## config.mk

```make
export PLATFORM = sky130hd
export DESIGN_NAME = ctg_arm_core
export DESIGN_NICKNAME = d
export VERILOG_FILES = /design/src/core/ctg_pkg.sv /design/src/core/ctg_lvl_calc.sv /design/src/core/ctg_arm_core.sv
export VERILOG_INCLUDE_DIRS = /design/src /design/src/core
export SDC_FILE = /design/constraint.sdc
export NUM_CORES = 1
export LEC_CHECK = 0
export CORE_AREA = 2 2 298 300
export CTS_CLUSTER_DIAMETER = 60
export CTS_CLUSTER_SIZE = 8
export DETAILED_ROUTE_END_ITERATION = 8
export DIE_AREA = 0 0 300 302
export DONT_BUFFER_PORTS = 1
export PLACE_DENSITY = 0.54
export SLEW_MARGIN = 20
export SYNTH_ARGS = -nofsm -noshare
export SYNTH_HDL_FRONTEND = slang
export SYNTH_SLANG_ARGS = --single-unit
```

## constraint.sdc

```tcl
create_clock -name i_clk_sys -period 14.9 [get_ports i_clk_sys]
set_input_delay 1.49 -clock i_clk_sys [delete_from_list [all_inputs] [get_ports i_clk_sys]]
set_output_delay 1.49 -clock i_clk_sys [all_outputs]
set_load 0.005 [all_outputs]
```

## src/core/ctg_cfg.svh

```systemverilog
`ifndef CTG_CFG_SVH
`define CTG_CFG_SVH
// Register byte offsets
`define CTG_A_CH1_CFG   8'h00
`define CTG_A_CH2_CFG   8'h04
`define CTG_A_CH1_LVL   8'h08
`define CTG_A_CH2_LVL   8'h0c
`define CTG_A_CH3_EVT   8'h10
`define CTG_A_ROUTE     8'h14
`define CTG_A_ARM       8'h18
`define CTG_A_GATE      8'h1c
`define CTG_A_CTRL      8'h20
// Channel config fields
`define CTG_F_HYST      0
`define CTG_F_AUTO      7
`define CTG_F_PCT       8
`define CTG_F_SLOPE     15
`define CTG_F_ATTEN     16
// Control fields
`define CTG_F_INIT      0
`define CTG_F_CONT      1
`define CTG_F_ERR       2
// Reset values
`define CTG_RST_HYST    7'd0
`define CTG_RST_HYST_LG 7'd100
`define CTG_RST_PCT     7'd50
`define CTG_RST_DIGITS  4'd4
`define CTG_RST_GATE    27'd10000
// Legal ranges, gate in 10 us units
`define CTG_HYST_MID    7'd50
`define CTG_HYST_MAX    7'd100
`define CTG_PCT_MAX     7'd100
`define CTG_PCT_STEP    7'd10
`define CTG_DIG_MIN     4'd3
`define CTG_DIG_MAX     4'd15
`define CTG_LVL_MAX     12'sd1025
`define CTG_GATE_MIN    27'd100
`define CTG_GATE_LONG   27'd10000
`define CTG_GATE_MAX    27'd100000000
`define CTG_GATE_STEP   27'd100
// Timing
`define CTG_CLK_NS      50
`define CTG_TICK_NS     10000
`define CTG_TICK_CYC    ((`CTG_TICK_NS + `CTG_CLK_NS - 1) / `CTG_CLK_NS)
`endif

```

## src/core/ctg_pkg.sv

```systemverilog
package ctg_pkg;
    typedef enum logic [1:0] {
        CTG_STOP_IMM = 2'd0,
        CTG_STOP_EXT = 2'd1,
        CTG_STOP_TIM = 2'd2,
        CTG_STOP_DIG = 2'd3
    } ctg_stop_e;
    typedef enum logic [2:0] {
        CTG_C_IDLE = 3'b001,
        CTG_C_MUL  = 3'b010,
        CTG_C_DONE = 3'b100
    } ctg_calc_e;
    typedef enum logic [2:0] {
        CTG_G_IDLE = 3'b001,
        CTG_G_WAIT = 3'b010,
        CTG_G_OPEN = 3'b100
    } ctg_gate_e;
    typedef struct packed {
        logic        slope;
        logic        atten;
        logic        auto_en;
        logic [6:0]  auto_level_percent;
        logic [6:0]  hysteresis_percent;
        logic [11:0] level;
    } ctg_chan_s;
    typedef struct packed {
        logic        start_ext;
        logic        start_edge;
        ctg_stop_e   stop_src;
        logic        stop_edge;
        logic [3:0]  digits;
    } ctg_arm_s;
    // Legal start/stop source pairs
    function automatic logic ctg_pair_ok(input ctg_arm_s a);
        return a.start_ext ? (a.stop_src != CTG_STOP_DIG)
                           : (a.stop_src != CTG_STOP_EXT);
    endfunction
endpackage

```

## src/core/ctg_lvl_calc.sv

```systemverilog
`timescale 1ns/1ps
`default_nettype none
module ctg_lvl_calc
    import ctg_pkg::*;
(
    input  wire logic        i_clk_sys, // System clock
    input  wire logic        i_sys_rst, // Async reset
    input  wire logic        i_start,   // Recompute request
    input  wire logic [11:0] i_min,     // Low peak code
    input  wire logic [11:0] i_max,     // High peak code
    input  wire logic [3:0]  i_tenths,  // Percentage over ten
    output logic             o_busy,    // Calculation running
    output logic [11:0]      o_level    // Computed level code
);
    typedef struct packed {
        ctg_calc_e   st;
        logic [11:0] lo;
        logic [15:0] prod;
        logic [11:0] level;
    } ctg_calc_s;
    ctg_calc_s          st_ff;
    ctg_calc_s          nxt_st;
    logic signed [12:0] span;

    // Level is low peak plus the chosen share of the span
    always_comb
    begin
        span = $signed({i_max[11], i_max}) - $signed({i_min[11], i_min});
        nxt_st = st_ff;
        case (st_ff.st)
            CTG_C_IDLE:
            begin
                if (i_start)
                begin
                    nxt_st.lo = i_min;
                    nxt_st.prod = span[12] ? 16'h0
                        : {4'h0, span[11:0]} * {12'h0, i_tenths};
                    nxt_st.st = CTG_C_MUL;
                end
            end
            CTG_C_MUL:
            begin
                nxt_st.level = st_ff.lo + 12'(st_ff.prod / 16'd10);
                nxt_st.st = CTG_C_DONE;
            end
            CTG_C_DONE:
                nxt_st.st = CTG_C_IDLE;
            default:
                nxt_st.st = CTG_C_IDLE;
        endcase
    end

    // State register
    always_ff @(posedge i_clk_sys or posedge i_sys_rst)
    begin
        if (i_sys_rst)
            st_ff <= '{st: CTG_C_IDLE, default: '0};
        else
            st_ff <= nxt_st;
    end

    assign o_busy  = (st_ff.st != CTG_C_IDLE);
    assign o_level = st_ff.level;
endmodule
`default_nettype wire

```

## src/core/ctg_arm_core.sv

```systemverilog
`include "ctg_cfg.svh"
`timescale 1ns/1ps
`default_nettype none
module ctg_arm_core
    import ctg_pkg::*;
#(
    parameter bit          LEGACY    = 1'b0,          // Sensitivity meaning
    parameter logic [11:0] HYST_HALF = 12'd40,        // Full half window
    parameter int          TICK_CYC  = `CTG_TICK_CYC  // Cycles per 10 us
)(
    input  wire logic            i_clk_sys,         // 20 MHz clock
    input  wire logic            i_sys_rst,         // Async reset
    input  wire logic [7:0]      i_avs_address,     // Byte address
    input  wire logic            i_avs_read,        // Read request
    input  wire logic            i_avs_write,       // Write request
    input  wire logic [31:0]     i_avs_writedata,   // Write data
    input  wire logic [3:0]      i_avs_byteenable,  // Byte lanes
    output logic [31:0]          o_avs_readdata,    // Read data
    output logic                 o_avs_waitrequest, // Stall
    input  wire logic [1:0][11:0] i_peak_min,       // Low peaks per chan
    input  wire logic [1:0][11:0] i_peak_max,       // High peaks per chan
    input  wire logic [1:0]      i_no_trig,         // No triggering seen
    input  wire logic            i_edge_indep,      // Edge-fixed function
    input  wire logic            i_ext_arm,         // External arm pin
    input  wire logic            i_meas_done,       // Datapath stop
    output logic [1:0][12:0]     o_thr,             // Comparator levels
    output logic [1:0]           o_edge_fall,       // Falling edge used
    output logic [1:0]           o_atten_x10,       // Tenfold attenuator
    output logic                 o_ch2_from_ch1,    // Common routing
    output logic                 o_meas_init,       // Start pulse
    output logic                 o_cont,            // Continuous mode
    output logic                 o_gate_open,       // Gate window
    output var ctg_arm_s         o_arm              // Arm settings
);
    localparam int TW = $clog2(TICK_CYC + 1);
    localparam ctg_chan_s CH_RST = '{
        slope: 1'b0, atten: 1'b0, auto_en: 1'b1,
        auto_level_percent: `CTG_RST_PCT,
        hysteresis_percent: LEGACY ? `CTG_RST_HYST_LG : `CTG_RST_HYST,
        level: 12'h0};
    localparam ctg_arm_s ARM_RST = '{
        start_ext: 1'b0, start_edge: 1'b0, stop_src: CTG_STOP_TIM,
        stop_edge: 1'b1, digits: `CTG_RST_DIGITS};

    typedef struct packed {
        ctg_chan_s [1:0]  ch;
        ctg_arm_s         arm;
        logic             channel_two_routing;
        logic [26:0]      gate;
        logic             cont;
        logic             err;
        logic             init;
        logic             ack;
        logic [31:0]      rdata;
        logic [2:0]       sync;
        ctg_gate_e        gst;
        logic [TW-1:0]    tick_cnt;
        logic [26:0]      gate_cnt;
        logic [1:0]       fall;
        logic [1:0][12:0] thr;
    } ctg_core_s;

    ctg_core_s        st_ff;
    ctg_core_s        nxt_st;
    logic [31:0]      rv;
    logic [31:0]      m;
    logic [31:0]      wv;
    logic [31:0]      wm;
    logic             sel;
    logic [1:0]       rc;
    logic [1:0]       pct_wr;
    logic [1:0]       lvl_acc;
    logic [1:0]       busy;
    logic [1:0][11:0] auto_lvl;
    logic [1:0][11:0] lvl_eff;
    logic             err_set;
    logic             err_clr;
    logic             start_meas;
    logic             arm_go;
    logic             stop;
    logic             tick;
    logic             ext_rise;
    logic             ext_fall;
    logic [6:0]       eff;
    logic [11:0]      h;
    logic             f;
    logic [26:0]      g;
    ctg_arm_s         arm_w;
    ctg_chan_s        cs;

    // Edges of the synchronised external arm pin
    assign ext_rise = st_ff.sync[1] & ~st_ff.sync[2];
    assign ext_fall = ~st_ff.sync[1] & st_ff.sync[2];

    // Per channel level engine and effective level
    generate
        for (genvar i = 0; i < 2; i++)
        begin : g_ch
            logic [11:0] pmin;
            logic [11:0] pmax;
            // Common routing feeds channel one into channel two
            assign pmin = (i == 1 && st_ff.channel_two_routing)
                          ? i_peak_min[0] : i_peak_min[i];
            assign pmax = (i == 1 && st_ff.channel_two_routing)
                          ? i_peak_max[0] : i_peak_max[i];
            // Recompute on start, percent write or lost trigger
            assign rc[i] = nxt_st.ch[i].auto_en
                           & (st_ff.init | pct_wr[i] | i_no_trig[i]);
            // Auto level replaces the written one while enabled
            assign lvl_eff[i] = st_ff.ch[i].auto_en ? auto_lvl[i]
                                                    : st_ff.ch[i].level;
            ctg_lvl_calc u_calc (
                .i_clk_sys (i_clk_sys),
                .i_sys_rst (i_sys_rst),
                .i_start   (rc[i]),
                .i_min     (pmin),
                .i_max     (pmax),
                // Percent being written this cycle, not the stale one
                .i_tenths  (4'(nxt_st.ch[i].auto_level_percent
                               / `CTG_PCT_STEP)),
                .o_busy    (busy[i]),
                .o_level   (auto_lvl[i])
            );
        end
    endgenerate

    // Bus decode, register writes, gate sequencing and thresholds
    always_comb
    begin
        nxt_st = st_ff;
        pct_wr = 2'b00;
        lvl_acc = 2'b00;
        err_set = 1'b0;
        err_clr = 1'b0;
        start_meas = 1'b0;
        arm_go = 1'b0;
        stop = 1'b0;
        eff = 7'h0;
        h = 12'h0;
        f = 1'b0;
        sel = i_avs_address[2];
        cs = st_ff.ch[sel];
        m = {{8{i_avs_byteenable[3]}}, {8{i_avs_byteenable[2]}},
             {8{i_avs_byteenable[1]}}, {8{i_avs_byteenable[0]}}};
        // Readback; third channel is fixed zero level, rising
        case (i_avs_address)
            `CTG_A_CH1_CFG, `CTG_A_CH2_CFG:
                rv = {15'h0, cs.atten, cs.slope, cs.auto_level_percent,
                      cs.auto_en, cs.hysteresis_percent};
            `CTG_A_CH1_LVL, `CTG_A_CH2_LVL:
                rv = {{20{lvl_eff[sel][11]}}, lvl_eff[sel]};
            `CTG_A_ROUTE:
                rv = {31'h0, st_ff.channel_two_routing};
            `CTG_A_ARM:
                rv = {20'h0, st_ff.arm.digits, 3'h0, st_ff.arm.stop_edge,
                      st_ff.arm.stop_src, st_ff.arm.start_edge,
                      st_ff.arm.start_ext};
            `CTG_A_GATE:
                rv = {5'h0, st_ff.gate};
            `CTG_A_CTRL:
                rv = {26'h0, busy, o_gate_open, st_ff.err, st_ff.cont, 1'b0};
            default:
                rv = 32'h0;
        endcase
        wv = (rv & ~m) | (i_avs_writedata & m);
        wm = i_avs_writedata & m;
        g = wv[26:0];
        arm_w = '{start_ext: wv[0], start_edge: wv[1],
                  stop_src: ctg_stop_e'(wv[3:2]), stop_edge: wv[4],
                  digits: wv[11:8]};
        // Two-cycle answer: data captured, then waitrequest drops
        nxt_st.ack = (i_avs_read | i_avs_write) & ~st_ff.ack;
        if (!st_ff.ack)
            nxt_st.rdata = rv;
        if (i_avs_write && st_ff.ack)
        begin
            case (i_avs_address)
                `CTG_A_CH1_CFG, `CTG_A_CH2_CFG:
                begin
                    // Only the three legal hysteresis steps stick
                    if (wv[6:0] == 7'd0 || wv[6:0] == `CTG_HYST_MID
                        || wv[6:0] == `CTG_HYST_MAX)
                        nxt_st.ch[sel].hysteresis_percent = wv[6:0];
                    nxt_st.ch[sel].auto_en = wv[`CTG_F_AUTO];
                    if (wv[14:8] <= `CTG_PCT_MAX
                        && (wv[14:8] % `CTG_PCT_STEP) == 7'd0)
                    begin
                        nxt_st.ch[sel].auto_level_percent = wv[14:8];
                        pct_wr[sel] = i_avs_byteenable[1];
                    end
                    nxt_st.ch[sel].slope = wv[`CTG_F_SLOPE];
                    nxt_st.ch[sel].atten = wv[`CTG_F_ATTEN];
                end
                `CTG_A_CH1_LVL, `CTG_A_CH2_LVL:
                begin
                    // In-range level is taken and auto is switched off
                    if ($signed(wv[11:0]) <= `CTG_LVL_MAX
                        && $signed(wv[11:0]) >= -`CTG_LVL_MAX)
                    begin
                        nxt_st.ch[sel].level = wv[11:0];
                        nxt_st.ch[sel].auto_en = 1'b0;
                        lvl_acc[sel] = 1'b1;
                    end
                end
                `CTG_A_ROUTE:
                    nxt_st.channel_two_routing = wv[0];
                `CTG_A_ARM:
                begin
                    // Illegal pairs or digits leave settings and flag
                    if (ctg_pair_ok(arm_w) && arm_w.digits >= `CTG_DIG_MIN)
                        nxt_st.arm = arm_w;
                    else
                        err_set = 1'b1;
                end
                `CTG_A_GATE:
                begin
                    if ((g >= `CTG_GATE_MIN && g < `CTG_GATE_LONG)
                        || (g >= `CTG_GATE_LONG && g <= `CTG_GATE_MAX
                        && (g % `CTG_GATE_STEP) == 27'd0))
                        nxt_st.gate = g;
                    else
                        err_set = 1'b1;
                end
                `CTG_A_CTRL:
                begin
                    err_clr = wm[`CTG_F_ERR];
                    start_meas = wm[`CTG_F_INIT]
                               | (wv[`CTG_F_CONT] & ~st_ff.cont);
                    nxt_st.cont = wv[`CTG_F_CONT];
                end
                default:
                    ;
            endcase
        end
        nxt_st.init = start_meas;
        // A new error beats a clear in the same cycle
        nxt_st.err = err_set | (st_ff.err & ~err_clr);
        nxt_st.sync = {st_ff.sync[1:0], i_ext_arm};
        // Gate sequencer
        tick = (st_ff.tick_cnt == TW'(TICK_CYC - 1));
        case (st_ff.gst)
            CTG_G_IDLE:
                arm_go = st_ff.init;
            CTG_G_WAIT:
            begin
                // Start edge matters only with external start
                if (st_ff.arm.start_edge ? ext_fall : ext_rise)
                    nxt_st.gst = CTG_G_OPEN;
            end
            CTG_G_OPEN:
            begin
                nxt_st.tick_cnt = tick ? TW'(0) : st_ff.tick_cnt + TW'(1);
                if (tick)
                    nxt_st.gate_cnt = st_ff.gate_cnt + 27'd1;
                case (st_ff.arm.stop_src)
                    CTG_STOP_TIM:
                        stop = tick && (st_ff.gate_cnt + 27'd1 >= st_ff.gate);
                    CTG_STOP_EXT:
                        stop = st_ff.arm.stop_edge ? ext_fall : ext_rise;
                    default:
                        stop = i_meas_done;
                endcase
                if (stop)
                begin
                    arm_go = st_ff.cont;
                    nxt_st.gst = CTG_G_IDLE;
                end
            end
            default:
                nxt_st.gst = CTG_G_IDLE;
        endcase
        if (arm_go)
        begin
            nxt_st.gst = st_ff.arm.start_ext ? CTG_G_WAIT : CTG_G_OPEN;
            nxt_st.tick_cnt = TW'(0);
            nxt_st.gate_cnt = 27'd0;
        end
        // Window edge from level, hysteresis and slope
        for (int i = 0; i < 2; i++)
        begin
            eff = LEGACY ? `CTG_HYST_MAX - st_ff.ch[i].hysteresis_percent
                         : st_ff.ch[i].hysteresis_percent;
            h = (eff == `CTG_HYST_MAX) ? HYST_HALF
              : (eff == `CTG_HYST_MID) ? {1'b0, HYST_HALF[11:1]} : 12'h0;
            f = st_ff.ch[i].slope & ~i_edge_indep;
            nxt_st.fall[i] = f;
            nxt_st.thr[i] = {lvl_eff[i][11], lvl_eff[i]}
                          + (f ? -{1'b0, h} : {1'b0, h});
        end
    end

    // State register; reset loads the documented defaults
    always_ff @(posedge i_clk_sys or posedge i_sys_rst)
    begin
        if (i_sys_rst)
            st_ff <= '{ch: '{CH_RST, CH_RST}, arm: ARM_RST,
                       gate: `CTG_RST_GATE, gst: CTG_G_IDLE, default: '0};
        else
            st_ff <= nxt_st;
    end

    // Outputs
    assign o_avs_waitrequest = (i_avs_read | i_avs_write) & ~st_ff.ack;
    assign o_avs_readdata    = st_ff.rdata;
    assign o_thr             = st_ff.thr;
    assign o_edge_fall       = st_ff.fall;
    assign o_atten_x10       = {st_ff.ch[1].atten, st_ff.ch[0].atten};
    assign o_ch2_from_ch1    = st_ff.channel_two_routing;
    assign o_meas_init       = st_ff.init;
    assign o_cont            = st_ff.cont;
    assign o_gate_open       = (st_ff.gst == CTG_G_OPEN);
    assign o_arm             = st_ff.arm;
endmodule
`default_nettype wire

```

==> results.json <==
{
  "status": "finished, final reports clean",
  "grt_antenna_before_repair": 4,
  "cts_buffers": 46,
  "coreArea_sq_um": 87560,
  "drt-vias-per-instance": 5.295,
  "dp_hpwl_um": 67900,
  "yosys_warnings": 0,
  "totalWireLength_um": 86460,
  "post-route-util": 0.3560,
  "grt_overflow": 0,
  "grt_usage": 0.1862,
  "synth_edf_count": 0,
  "n_fill_cell": 9161,
  "num_vias": 24440,
  "grt_pass1_vias": 23280,
  "cts_root_buf": "clkbuf_16",
  "die_w_um": 300,
  "critPathLaunchType": "primary input",
  "seqCellArea_sq_um": 7032,
  "maxCapViolations": 0,
  "syn_area_per_cell_sq_um": 8.200,
  "cts_tree": "built",
  "syn_nets": 3559,
  "grt_max_degree": 104,
  "mostFrequentLayoutCell": "nand2_1",
  "drc": 0,
  "worst_slew_pin_slew_ns": 1.086,
  "grt_pass1_wl_um": 133900,
  "hold-worst-slack_ns": 0.3469,
  "skew_ns": 0.03313,
  "slew-limit-headroom": 0.2687,
  "cp_max_fo": 9,
  "multi_input_area_sq_um": 18030,
  "crit_path_top_delay_cell": "or4_1",
  "ys_ff_latch": 280,
  "ctsHoldBuffers": 0,
  "cts.sinks": 280,
  "crit_arrival_ns": 14.81,
  "ys_seq_area_frac": 0.2623,
  "dr.pass1.iters": 7,
  "syn_area_sq_um": 26810,
  "slowest_delay_ns": 0.64,
  "clkSlewWorstSetupHoldPaths_ns": 0.05,
  "initial_core_util": 0.3062,
  "period_minus_slack_ns": 14.31,
  "end_kind": "flip-flop",
  "hp-class": "reg -> reg",
  "synthArstFlopShare": 1.000,
  "io_pins": 177,
  "setup_viol": 0,
  "portBuffers": 0,
  "rows": 109,
  "nets": 3707,
  "final_cell_mix": "376 x nand2_1, 302 x buf_4, 260 x dfrtp_1",
  "synthCells": 3269,
  "wl_per_cell_um": 18.73,
  "crit_top_cell": "o211ai_2",
  "drv_slew": 0,
  "path_class": "in -> reg",
  "detail_route.iter0.violations": 1578,
  "gp_congestion": 0.9245,
  "clock_latency_ns": 0.60,
  "cts.path.max_buffers": 3,
  "crit_required_ns": 15.40,
  "synth.distinct_cells": 122,
  "max_freq_mhz": 69.88,
  "dieHeight_um": 302,
  "ys.flop_type": "dfrtp_1",
  "syn2layout_area_growth_pct": 16.27,
  "fp.dieArea_sq_um": 90600,
  "finalHoldViolCount": 0,
  "fin_crit_sh": 0.9604,
  "drive_above_1_share": 0.1784,
  "antenna_left": 0,
  "h-tree-depth": 2
}
registers in the layout (all words and copies together) (netlist names):
signal               cells
eff                      7
g_ch.u_calc.o_level     24
g_ch.u_calc.st_ff       60
nxt_st                   2
o_arm                    9
o_atten_x10              2
o_avs_readdata          28
o_ch2_from_ch1           1
o_cont                   1
o_edge_fall              2
o_meas_init              1
o_thr                   26
st_ff                  117
area by class of cell:
class,count,area share
diodes,3,0.0002409
clock buffers,67,0.04111
clock inverters,12,0.006624
inverters,217,0.02637
multi-input cells,2567,0.5786
flip-flops and latches,280,0.2256
well taps,1165,0.04677
repair buffers,305,0.07467
path summary, 6_finish.rpt:
kind	start	to	slack [ns]	cells past startpoint
max	i_avs_address[4]	st_ff[109]	0.59	51
min	nxt_st[67]	nxt_st[68]	0.35	0
max reg2reg	st_ff[197]	st_ff[109]	0.71	52
min reg2reg	nxt_st[67]	nxt_st[68]	0.35	0
max in group asynchronous	i_sys_rst	st_ff[101]	11.94	3
min in group asynchronous	i_sys_rst	g_ch[0].u_calc.st_ff[15]	0.85	1
worst max-delay path: cells and delay by family:
kind / cells / cell delay (ns)
muxes: 4 / 1.16
AOI/OAI and AO/OA: 27 / 6.67
and+or+nand+nor: 17 / 4.89
buffers and inverters: 3 / 0.59
timing repair:
action                     4_1_cts  5_1_grt
gates resized for setup          0       40
buffers inserted                 0        4
setup endpoints to repair        0       28
metrics by stage:
| stage | worst slack (ns) | TNS, ns | instance area [sq um] | std cells |
|---|---|---|---|---|
| floorplan | 0.9314 | 0 | 26810 | 3269 |
| global placement | -0.09171 | -1.206 | 29470 | 4530 |
| detailed placement | -0.1739 | -2.695 | 29470 | 4530 |
| CTS | 0.3778 | 0 | 30960 | 4609 |
| global route | -0.1377 | -1.391 | 31160 | 4613 |
| finish | 0.5900 | 0 | 31170 | 4616 |
cell usage after synthesis (all sizes together), types with 24 or more instances:
cell type / n / share of area
dfrtp: 261 / 0.24
clkbuf: 100 / 0.014
nand3: 70 / 0.013
mux2: 105 / 0.044
a31oi: 33 / 0.0084
buf: 105 / 0.028
nor2b: 42 / 0.0098
ha: 143 / 0.067
a211oi: 38 / 0.012
xor2: 69 / 0.023
nand4: 25 / 0.0058
o22ai: 33 / 0.0079
o211ai: 39 / 0.012
and2: 46 / 0.011
o21bai: 52 / 0.015
nand2: 380 / 0.053
a21oi: 235 / 0.045
o21ai: 242 / 0.045
nor3: 81 / 0.018
nor2: 262 / 0.037
a21o: 47 / 0.013
and3: 33 / 0.0077
fa: 46 / 0.034
inv: 215 / 0.030
xnor2: 110 / 0.036
o31ai: 24 / 0.0076
mux2i: 95 / 0.036
routing by layer:
metal  vias up  global-route usage  wire, um
li1      11960                   -         -
met4         6             0.05821      2806
met1     11630              0.2426     38060
met2       700              0.3119     39840
met3       148             0.03448      5704
met5         -                   0        43
logic make-up (layout without fill, tap and decap cells):
group | count (synthesis) | after routing | share of synthesized area
buf+inv | 422 | 601 | 0.07249
other cells | 0 | 3 | 0
xor+xnor | 179 | 179 | 0.05848
fa+ha+maj | 198 | 198 | 0.1045
mux | 200 | 200 | 0.08089
compound gates | 937 | 937 | 0.2355
flops | 280 | 280 | 0.2623
simple gates | 1053 | 1053 | 0.1859
Power is not shown: default switching activity piles up to over one toggle a cycle in this logic, so the estimate is an artifact.
